--- src/aumf_map.svh ---
// Message codes, element codes, element lengths and frame sizes
`ifndef AUMF_MAP_SVH
`define AUMF_MAP_SVH
`define AUMF_MT_REQ    8'h40
`define AUMF_MT_REP    8'h41
`define AUMF_EI_CHAL   8'h0C
`define AUMF_EI_RESP   8'h0D
`define AUMF_EI_SEED   8'h0E
`define AUMF_EI_ATYPE  8'h0A
`define AUMF_LI_CHAL   8'h08
`define AUMF_LI_RESP   8'h04
`define AUMF_LI_SEED   8'h08
`define AUMF_LI_ATYPE  8'h03
`define AUMF_REQ_BYTES 5'h1A
`define AUMF_REP_BYTES 5'h11
`define AUMF_REP_PAD   72'h0
`endif

--- src/aumf_pkg.sv ---
// Types shared by the authentication message framer
package aumf_pkg;
   typedef enum logic [4:0]
   {
      AUMF_IDLE  = 5'h01,
      AUMF_REQTX = 5'h02,
      AUMF_WREP  = 5'h04,
      AUMF_WRES  = 5'h08,
      AUMF_REPTX = 5'h10
   } aumf_st_t;
   typedef enum logic [3:0]
   {
      AUMF_P_TYPE = 4'h1,
      AUMF_P_EI   = 4'h2,
      AUMF_P_LEN  = 4'h4,
      AUMF_P_BODY = 4'h8
   } aumf_ph_t;
   typedef logic [207:0] aumf_frame_t;
endpackage : aumf_pkg

--- src/aumf_base.sv ---
// Base-side authentication message engine: builds, parses and checks
//
// Functional notes
// - Messages open with type code: 0x40 request, 0x41 reply
// - Handset request holds selection and challenge with handset random value
// - Base request holds selection, seed and challenge with base random value
// - Handset reply holds first response; base reply holds seed, second response
// - Response in handset request only for key allocation, else omitted
// - Element codes: challenge 0x0C, response 0x0D, seed 0x0E
// - Selection element code 0x0A, five bytes long, picks keys and algorithms
// - Standard algorithm: challenge 10, response 6, seed 10 bytes
// - Top value bit goes to bit 8 of octet 3
// - Value bit 0 goes to bit 1 of last content octet
// - Element lengths depend on algorithm; fixed only for standard one
// - Base gets seed, challenge and expected response, then sends request
// - Base compares received first response to expected; drops call on mismatch
// - Handset sends challenge request; base returns seed and second response
// - First response and cipher key come from session key, base challenge
// - Second response comes from second session key, handset challenge
`timescale 1ns/1ps
`include "aumf_map.svh"
module aumf_base
   import aumf_pkg::*;
(
   input  wire logic        core_clk,
   input  wire logic        rstn,
   input  wire logic        alg_std,
   input  wire logic        start_auth,
   input  wire logic        abort,
   input  wire logic [23:0] auth_sel,
   input  wire logic [63:0] seed_in,
   input  wire logic [63:0] chal_in,
   input  wire logic [31:0] exp_first_resp,
   input  wire logic        resp2_valid,
   input  wire logic [31:0] resp2_in,
   input  wire logic        tx_ready,
   output logic             tx_valid,
   output logic [7:0]       tx_data,
   output logic             tx_last,
   input  wire logic        rx_valid,
   input  wire logic [7:0]  rx_data,
   input  wire logic        rx_last,
   output logic             busy,
   output logic             auth_ok,
   output logic             call_drop,
   output logic             fmt_err,
   output logic             hs_chal_valid,
   output logic [63:0]      hs_chal,
   output logic [23:0]      hs_sel,
   output logic             hs_resp_present,
   output logic [31:0]      hs_resp
);
   // ------------------------------------------
   // Frame builders
   // ------------------------------------------
   function automatic aumf_frame_t mk_req(input logic [23:0] sel,
                                          input logic [63:0] rs,
                                          input logic [63:0] rn);
      mk_req = {`AUMF_MT_REQ,
                `AUMF_EI_ATYPE, `AUMF_LI_ATYPE, sel,
                `AUMF_EI_SEED,  `AUMF_LI_SEED,  rs,
                `AUMF_EI_CHAL,  `AUMF_LI_CHAL,  rn};
   endfunction : mk_req

   function automatic aumf_frame_t mk_rep(input logic [63:0] rs,
                                          input logic [31:0] rv);
      mk_rep = {`AUMF_MT_REP,
                `AUMF_EI_SEED, `AUMF_LI_SEED, rs,
                `AUMF_EI_RESP, `AUMF_LI_RESP, rv,
                `AUMF_REP_PAD};
   endfunction : mk_rep

   // Frame fully handed to the link
   function automatic logic tx_drained(input logic ld,
                                       input logic bz);
      tx_drained = !ld && !bz;
   endfunction : tx_drained

   // ------------------------------------------
   // State
   // ------------------------------------------
   typedef struct packed
   {
      aumf_st_t    st;
      aumf_frame_t frame;
      logic [4:0]  nbytes;
      logic        load;
      logic [31:0] xres;
      logic [63:0] seed;
      logic        ok;
      logic        drop;
      logic        ferr;
      logic        cvld;
      logic [63:0] hchal;
      logic [23:0] hsel;
      logic        hrp;
      logic [31:0] hres;
      aumf_ph_t    wph;
      logic [7:0]  wei;
      logic [7:0]  wcnt;
      logic [23:0] wsel;
      logic        bsy;
   } aumf_base_t;

   aumf_base_t s_q;
   aumf_base_t s_d;

   logic        tx_busy;
   logic        rx_done;
   logic [7:0]  rx_mt;
   logic [63:0] rx_chal;
   logic [63:0] rx_seed;
   logic [31:0] rx_resp;
   logic [3:0]  rx_seen;
   logic        rx_lerr;

   // ------------------------------------------
   // Serializer and parser
   // ------------------------------------------
   aumf_tx u_tx
   (
      .core_clk (core_clk),
      .rstn     (rstn),
      .load     (s_q.load),
      .frame    (s_q.frame),
      .nbytes   (s_q.nbytes),
      .tx_ready (tx_ready),
      .tx_valid (tx_valid),
      .tx_data  (tx_data),
      .tx_last  (tx_last),
      .busy     (tx_busy)
   );

   aumf_rx u_rx
   (
      .core_clk (core_clk),
      .rstn     (rstn),
      .alg_std  (alg_std),
      .rx_valid (rx_valid),
      .rx_data  (rx_data),
      .rx_last  (rx_last),
      .done     (rx_done),
      .mtype    (rx_mt),
      .chal     (rx_chal),
      .seed     (rx_seed),
      .resp     (rx_resp),
      .seen     (rx_seen),
      .len_err  (rx_lerr)
   );

   // ------------------------------------------
   // Exchange sequencer
   // ------------------------------------------
   always_comb
   begin
      s_d      = s_q;
      s_d.load = 1'b0;
      s_d.ok   = 1'b0;
      s_d.drop = 1'b0;
      s_d.ferr = 1'b0;
      s_d.cvld = 1'b0;
      // Selection content walk; the parser leaves this element unread
      if (rx_valid)
      begin
         case (s_q.wph)
            AUMF_P_TYPE:
            begin
               s_d.wsel = 24'h000000;
               s_d.wph  = AUMF_P_EI;
            end
            AUMF_P_EI:
            begin
               s_d.wei = rx_data;
               s_d.wph = AUMF_P_LEN;
            end
            AUMF_P_LEN:
            begin
               s_d.wcnt = rx_data;
               s_d.wph  = (rx_data == 8'h00) ? AUMF_P_EI : AUMF_P_BODY;
            end
            AUMF_P_BODY:
            begin
               if (s_q.wei == `AUMF_EI_ATYPE)
                  s_d.wsel = {s_q.wsel[15:0], rx_data};
               s_d.wcnt = s_q.wcnt - 8'h01;
               if (s_q.wcnt == 8'h01)
                  s_d.wph = AUMF_P_EI;
            end
            default:
               s_d.wph = AUMF_P_TYPE;
         endcase
         if (rx_last)
            s_d.wph = AUMF_P_TYPE;
      end
      case (s_q.st)
         AUMF_IDLE:
         begin
            // Incoming handset request wins over a local start
            if (rx_done && rx_mt == `AUMF_MT_REQ)
            begin
               if (rx_lerr || !rx_seen[0] || !rx_seen[3])
                  s_d.ferr = 1'b1;
               else
               begin
                  s_d.hchal = rx_chal;
                  s_d.hsel  = s_q.wsel;
                  s_d.hrp   = rx_seen[2];
                  s_d.hres  = rx_resp;
                  s_d.cvld  = 1'b1;
                  s_d.st    = AUMF_WRES;
               end
            end
            else if (start_auth)
            begin
               // Seed, challenge and expected value come from the key side
               s_d.xres   = exp_first_resp;
               s_d.frame  = mk_req(auth_sel, seed_in, chal_in);
               s_d.nbytes = `AUMF_REQ_BYTES;
               s_d.load   = 1'b1;
               s_d.st     = AUMF_REQTX;
            end
         end
         AUMF_REQTX:
         begin
            if (tx_drained(s_q.load, tx_busy))
               s_d.st = AUMF_WREP;
         end
         AUMF_WREP:
         begin
            if (rx_done && rx_mt == `AUMF_MT_REP)
            begin
               if (rx_lerr || !rx_seen[2])
               begin
                  s_d.ferr = 1'b1;
                  s_d.drop = 1'b1;
               end
               else if (rx_resp == s_q.xres)
                  s_d.ok = 1'b1;
               else
                  s_d.drop = 1'b1;
               s_d.st = AUMF_IDLE;
            end
         end
         AUMF_WRES:
         begin
            // Key side supplies seed and second response
            if (resp2_valid)
            begin
               s_d.frame  = mk_rep(seed_in, resp2_in);
               s_d.nbytes = `AUMF_REP_BYTES;
               s_d.load   = 1'b1;
               s_d.st     = AUMF_REPTX;
            end
         end
         AUMF_REPTX:
         begin
            if (tx_drained(s_q.load, tx_busy))
               s_d.st = AUMF_IDLE;
         end
         default:
            s_d.st = AUMF_IDLE;
      endcase
      if (abort && s_q.st != AUMF_REQTX && s_q.st != AUMF_REPTX)
      begin
         s_d.st   = AUMF_IDLE;
         s_d.load = 1'b0;
         s_d.cvld = 1'b0;
      end
      // Registered so busy leaves a flip-flop
      s_d.bsy = (s_d.st != AUMF_IDLE);
   end

   always_ff @(posedge core_clk or negedge rstn)
   begin
      if (!rstn)
      begin
         s_q    <= '0;
         s_q.st <= AUMF_IDLE;
         s_q.wph <= AUMF_P_TYPE;
      end
      else
         s_q <= s_d;
   end

   // ------------------------------------------
   // Outputs
   // ------------------------------------------
   assign busy            = s_q.bsy;
   assign auth_ok         = s_q.ok;
   assign call_drop       = s_q.drop;
   assign fmt_err         = s_q.ferr;
   assign hs_chal_valid   = s_q.cvld;
   assign hs_chal         = s_q.hchal;
   assign hs_sel          = s_q.hsel;
   assign hs_resp_present = s_q.hrp;
   assign hs_resp         = s_q.hres;
endmodule : aumf_base

--- src/aumf_tx.sv ---
// Byte serializer for one outgoing message
`timescale 1ns/1ps
`include "aumf_map.svh"
module aumf_tx
   import aumf_pkg::*;
(
   input  wire logic        core_clk,
   input  wire logic        rstn,
   input  wire logic        load,
   input  wire aumf_frame_t frame,
   input  wire logic [4:0]  nbytes,
   input  wire logic        tx_ready,
   output logic             tx_valid,
   output logic [7:0]       tx_data,
   output logic             tx_last,
   output logic             busy
);
   typedef struct packed
   {
      aumf_frame_t sh;
      logic [4:0]  left;
      logic        vld;
      logic        last;
   } aumf_tx_t;
   aumf_tx_t s_q;
   aumf_tx_t s_d;
   // ------------------------------------------
   // Shift out most significant byte first
   // ------------------------------------------
   always_comb
   begin
      s_d = s_q;
      if (load && !s_q.vld)
      begin
         s_d.sh   = frame;
         s_d.left = nbytes;
         s_d.vld  = (nbytes != 5'h00);
         s_d.last = (nbytes == 5'h01);
      end
      else if (s_q.vld && tx_ready)
      begin
         s_d.sh   = {s_q.sh[199:0], 8'h00};
         s_d.left = s_q.left - 5'h01;
         s_d.vld  = (s_q.left != 5'h01);
         s_d.last = (s_q.left == 5'h02);
      end
   end
   always_ff @(posedge core_clk or negedge rstn)
   begin
      if (!rstn)
         s_q <= '0;
      else
         s_q <= s_d;
   end
   assign tx_valid = s_q.vld;
   assign tx_data  = s_q.sh[207:200];
   assign tx_last  = s_q.last;
   assign busy     = s_q.vld;
endmodule : aumf_tx

--- src/aumf_rx.sv ---
// Parser for one incoming message
`timescale 1ns/1ps
`include "aumf_map.svh"
module aumf_rx
   import aumf_pkg::*;
(
   input  wire logic        core_clk,
   input  wire logic        rstn,
   input  wire logic        alg_std,
   input  wire logic        rx_valid,
   input  wire logic [7:0]  rx_data,
   input  wire logic        rx_last,
   output logic             done,
   output logic [7:0]       mtype,
   output logic [63:0]      chal,
   output logic [63:0]      seed,
   output logic [31:0]      resp,
   output logic [3:0]       seen,
   output logic             len_err
);
   typedef struct packed
   {
      aumf_ph_t    ph;
      logic [7:0]  ei;
      logic [7:0]  cnt;
      logic [7:0]  mt;
      logic [63:0] chal;
      logic [63:0] seed;
      logic [31:0] resp;
      logic [3:0]  seen;
      logic        lerr;
      logic        done;
   } aumf_rx_t;
   aumf_rx_t s_q;
   aumf_rx_t s_d;
   // Expected length indicator for the standard algorithm
   function automatic logic [7:0] exp_li(input logic [7:0] ei);
      case (ei)
         `AUMF_EI_CHAL:  exp_li = `AUMF_LI_CHAL;
         `AUMF_EI_SEED:  exp_li = `AUMF_LI_SEED;
         `AUMF_EI_RESP:  exp_li = `AUMF_LI_RESP;
         `AUMF_EI_ATYPE: exp_li = `AUMF_LI_ATYPE;
         default:        exp_li = 8'h00;
      endcase
   endfunction : exp_li
   // ------------------------------------------
   // Element walk: identifier, length, content
   // ------------------------------------------
   always_comb
   begin
      s_d      = s_q;
      s_d.done = 1'b0;
      if (rx_valid)
      begin
         case (s_q.ph)
            AUMF_P_TYPE:
            begin
               s_d.mt   = rx_data;
               s_d.seen = 4'h0;
               s_d.lerr = 1'b0;
               s_d.ph   = AUMF_P_EI;
            end
            AUMF_P_EI:
            begin
               s_d.ei = rx_data;
               s_d.ph = AUMF_P_LEN;
            end
            AUMF_P_LEN:
            begin
               s_d.cnt = rx_data;
               s_d.ph  = (rx_data == 8'h00) ? AUMF_P_EI : AUMF_P_BODY;
               if (alg_std && exp_li(s_q.ei) != 8'h00 && rx_data != exp_li(s_q.ei))
                  s_d.lerr = 1'b1;
            end
            AUMF_P_BODY:
            begin
               // First content byte carries the top value bits
               case (s_q.ei)
                  `AUMF_EI_CHAL: s_d.chal = {s_q.chal[55:0], rx_data};
                  `AUMF_EI_SEED: s_d.seed = {s_q.seed[55:0], rx_data};
                  `AUMF_EI_RESP: s_d.resp = {s_q.resp[23:0], rx_data};
                  default:       s_d.cnt  = s_q.cnt;
               endcase
               case (s_q.ei)
                  `AUMF_EI_CHAL:  s_d.seen[0] = 1'b1;
                  `AUMF_EI_SEED:  s_d.seen[1] = 1'b1;
                  `AUMF_EI_RESP:  s_d.seen[2] = 1'b1;
                  `AUMF_EI_ATYPE: s_d.seen[3] = 1'b1;
                  default:        s_d.seen    = s_q.seen;
               endcase
               s_d.cnt = s_q.cnt - 8'h01;
               if (s_q.cnt == 8'h01)
                  s_d.ph = AUMF_P_EI;
            end
            default:
               s_d.ph = AUMF_P_TYPE;
         endcase
         if (rx_last)
         begin
            s_d.ph   = AUMF_P_TYPE;
            s_d.done = 1'b1;
            if (s_q.ph == AUMF_P_LEN || (s_q.ph == AUMF_P_BODY && s_q.cnt != 8'h01))
               s_d.lerr = 1'b1;
         end
      end
   end
   always_ff @(posedge core_clk or negedge rstn)
   begin
      if (!rstn)
      begin
         s_q    <= '0;
         s_q.ph <= AUMF_P_TYPE;
      end
      else
         s_q <= s_d;
   end
   assign done    = s_q.done;
   assign mtype   = s_q.mt;
   assign chal    = s_q.chal;
   assign seed    = s_q.seed;
   assign resp    = s_q.resp;
   assign seen    = s_q.seen;
   assign len_err = s_q.lerr;
endmodule : aumf_rx

--- config.mk ---
export PLATFORM = sky130hd
export DESIGN_NAME = aumf_base
export DESIGN_NICKNAME = d
export VERILOG_FILES = /design/src/aumf_pkg.sv /design/src/aumf_base.sv /design/src/aumf_tx.sv /design/src/aumf_rx.sv
export VERILOG_INCLUDE_DIRS = /design/src
export SDC_FILE = /design/constraint.sdc
export NUM_CORES = 1
export LEC_CHECK = 0
export ABC_CLOCK_PERIOD_IN_PS = 2670
export BUFFER_PORTS_ARGS = -buffer_cell sky130_fd_sc_hd__buf_2
export CAP_MARGIN = 5
export CORE_MARGIN = 1
export CORE_UTILIZATION = 55
export CTS_CLUSTER_DIAMETER = 40
export DETAILED_ROUTE_END_ITERATION = 8
export GPL_ROUTABILITY_DRIVEN = 0
export GPL_TIMING_DRIVEN = 0
export PLACE_DENSITY = 0.85
export SLEW_MARGIN = 20
export SYNTH_ARGS = -nofsm -noshare
export SYNTH_HDL_FRONTEND = slang
export SYNTH_SLANG_ARGS = --single-unit
--- constraint.sdc ---
create_clock -name core_clk -period 2.67 [get_ports core_clk]
set_input_delay 0.534 -clock core_clk [delete_from_list [all_inputs] [get_ports core_clk]]
set_output_delay 0.534 -clock core_clk [all_outputs]
set_load 0.01 [all_outputs]
==> impl_metrics.py <==
metrics = {
    "placement": {
        "io_buffers": 364,
        "hpwl_um": 65700,
        "placed_cell_area_um2": 36500,
    },
    "timing": {
        "clock.fmax_ghz": 0.391,
        "tightest_slew_ps": 804,
        "finalHoldViolations": 0,
        "relSlewSlack": 0.464,
        "holdWs_ps": 85.7,
        "rsz0062_at_grt": "no",
        "fin_crit_ps": 2560,
        "setup_viol": 0,
        "skew_ps": 22.0,
        "slew_violations": 0,
        "tns_ps": 0,
        "period_share": 0.959,
    },
    "layout": {
        "post-route-util": 0.666,
        "syn_to_final_growth_pct": 19.8,
        "fin_area_um2": 40100,
        "drive_gt1_frac": 0.276,
        "nets": 3778,
    },
    "cts": {
        "post_cts_buffers": 0,
        "ctsRootBufferMaster": "clkbuf_16",
        "cts.sinks": 731,
        "tritoncts": "yes",
        "clkTransAtPathRegs_ps": 60,
        "numCtsBuffers": 99,
        "h-tree-depth": 3,
        "clk_latency_ps": 640,
        "clock_path_buffers": 3,
    },
    "synth": {
        "netlist_area_um2": 33500,
        "ys_seq_area_frac": 0.546,
        "avgSynthCellArea_um2": 10.9,
        "yosysUniqueCellTypes": 63,
        "synthTopCellsByArea": "dfrtp_1 54%, mux2_2 7.3%, mux2i_1 5.2%",
        "synth_top_area_share": 0.544,
        "synth_edf_count": 0,
        "post-synth-top-area-cell": "dfrtp_1",
        "ys.flop_type": "dfrtp_1",
        "synth_common_cells": "728 x dfrtp_1, 439 x nand2_1, 217 x mux2_2, 195 x a21oi_1, 188 x clkbuf_1",
        "synthArstFlopShare": 1.00,
        "synth_fp_nets": 3306,
        "netlist_instances": 3066,
        "synth_most_common_cell": "dfrtp_1",
        "synth-seq-cells": 731,
        "yosysWarnings": 0,
    },
    "floorplanning": {
        "fp.dieH_um": 249,
        "io_pins": 369,
        "die-area_um2": 61900,
        "initial_core_util": 0.556,
        "num_rows": 90,
        "core_um2": 60200,
        "die_w_um": 249,
    },
    "routing": {
        "wl_met2_um": 45600,
        "met1_length_um": 37400,
        "viasPerCell": 5.98,
        "route.met3.wl_um": 7850,
        "top_layer": "met5",
        "drt_iter0_drc": 2852,
        "routed_wl_um": 96000,
        "first_pass_iters": 6,
        "drc_errors": 0,
        "routedWlPerCell_um": 21.8,
        "ant_nets": 0,
        "num_vias": 26329,
    },
    "critical_path": {
        "cp-start-kind": "flop",
        "criticalPathCategory": "flop to flop",
        "cp_max_fo": 10,
        "required_ps": 3230,
        "arrival_ps": 3120,
        "worstSetupEndpointType": "flop",
    },
    "power_and_ir_drop": {
        "powerDensity_nw_per_um2": 1050,
        "combPwrFrac": 0.267,
        "ir_worst_vdd_uv": 683,
        "intPower_w": 0.0269,
        "p_sw_frac": 0.359,
        "power_frac_seq": 0.411,
        "power_switching_w": 0.0151,
        "p_leak_nw": 19.8,
        "pwr-share-clk": 0.322,
        "total_power_w": 0.0420,
    },
    "flow_run": {
        "cap_violations": 0,
    },
    "grt": {
        "grt_pass1_wl_um": 148000,
        "grt_start_max_net_pins": 103,
        "grt_pass1_vias": 26096,
        "grt_antenna_before_repair": 5,
        "overflow": 0,
        "grt_use_total": 0.308,
    },
    "run_status": {
        "outcome": "completed",
    },
    "hold_path": {
        "hold_class": "input pin to flop",
    },
}
==> state kept, by name (all words and copies together) (netlist names), 3 cells and up <==
signal and cells:
s_q 261, u_tx.s_q 205, hs_chal 64, u_rx.chal 64
hs_resp 32, u_rx.resp 32, hs_sel 24, u_rx.s_q 20
u_rx.mtype 8, u_tx.tx_data 8, u_rx.seen 3
==> cell type report <==
cell class / instances / area, µm²
sequential: 731 / 18300
fill: 4249 / 20100
antenna: 1 / 2.50
clock inverter: 73 / 817
buffer: 351 / 1940
multi-input combinational: 1961 / 13300
clock buffer: 112 / 2640
timing repair buffer: 372 / 2030
inverter: 22 / 82.6
tap: 782 / 978
==> final timing paths <==
kind	start	end	slack (ps)	depth (start not counted)
max reg2reg	u_tx.busy	u_tx.s_q[79]	110	5
min	chal_in[38]	s_q[310]	90	3
min reg2reg	u_rx.seen[0]	u_rx.seen[0]	480	1
min in group asynchronous	rstn	s_q[399]	500	2
max	u_tx.busy	u_tx.s_q[79]	110	5
max in group asynchronous	rstn	u_rx.chal[3]	380	5
==> per-stage QoR <==
stage          cells  worst slack, ps
4_1_cts         4405             25.0
3_5_place_dp    4219             -574
2_1_floorplan   3066              349
6_report        4405              110
5_1_grt         4404             9.68
3_3_place_gp    4212           -14050
==> routing by layer <==
layer | GRT usage | up-vias
met5 | 0 | -
met4 | 0.150 | 8
met3 | 0.0705 | 320
met2 | 0.501 | 1346
met1 | 0.389 | 13001
li1 | - | 11654
==> repair_timing <==
action / in CTS / in global routing
setup endpoints to repair: 391 / 230
gates resized for setup: 29 / 26
hold endpoints to repair: 78 / 0
pin swaps: 1 / 1
hold buffers: 1 / 0
cloned: 0 / 0
==> placed cells by master, fill, tap and decap left out, types with 4 or more instances in the layout <==
master      synthesis  layout
clkbuf_16           0     100
nor2b_1           176     176
a22o_1             52      52
mux2_2            217     217
o21ai_0            53      53
nand4_1             6       6
xor2_1             29      29
clkbuf_2            0      16
bufinv_16           0       8
clkbuf_8            0      10
dfrtp_1           728     728
nor3_1             21      20
buf_2               8     372
a22oi_1            80      63
nand2_1           439     438
inv_1              22      22
a21oi_1           195     195
buf_1              19      18
xnor2_1             8       8
nand3_1           187     187
mux2_4             29      29
nor4_1             14      14
or3_1               6       6
buf_16              0       7
clkinvlp_4          0      18
nand2b_1            5       5
clkinv_4            0      11
a211oi_1          172     172
mux2i_1           175     175
ha_1                7       7
nor2_1             33      33
a22oi_2             0      17
clkinv_2            0       5
clkinv_8            0       4
buf_6               6       6
clkbuf_1          188     170
buf_4             128     128
inv_6               0      23
==> cell families (layout without fill, tap and decap cells) <==
kind of cell    count (synthesis)  after routing  share of synthesized area
compound gates                579            579                      0.114
xor+xnor                       37             37                    0.00968
fa+ha+maj                       7              7                    0.00262
buf+inv                       374            930                     0.0594
flops                         731            731                      0.546
mux                           421            421                      0.138
other cells                     0              1                          0
simple gates                  917            917                      0.130
==> power by group through the flow <==
stage	clock (W)	combinational, W	sequential (W)
2_1_floorplan	0	0.00797	0.0160
3_3_place_gp	0	0.0103	0.0171
3_5_place_dp	0	0.0108	0.0171
4_1_cts	0.0137	0.0111	0.0171
5_1_grt	0.0141	0.0124	0.0175
6_report	0.0135	0.0112	0.0173
==> worst max-delay path, cell delays in order (launching register included) <==
cell and delay, ps:
dfrtp_1 400, clkbuf_1 590, clkbuf_1 660, clkbuf_1 550, a211oi_1 120, a21oi_1 150
No activity file was read; power rests on OpenSTA's default activity.
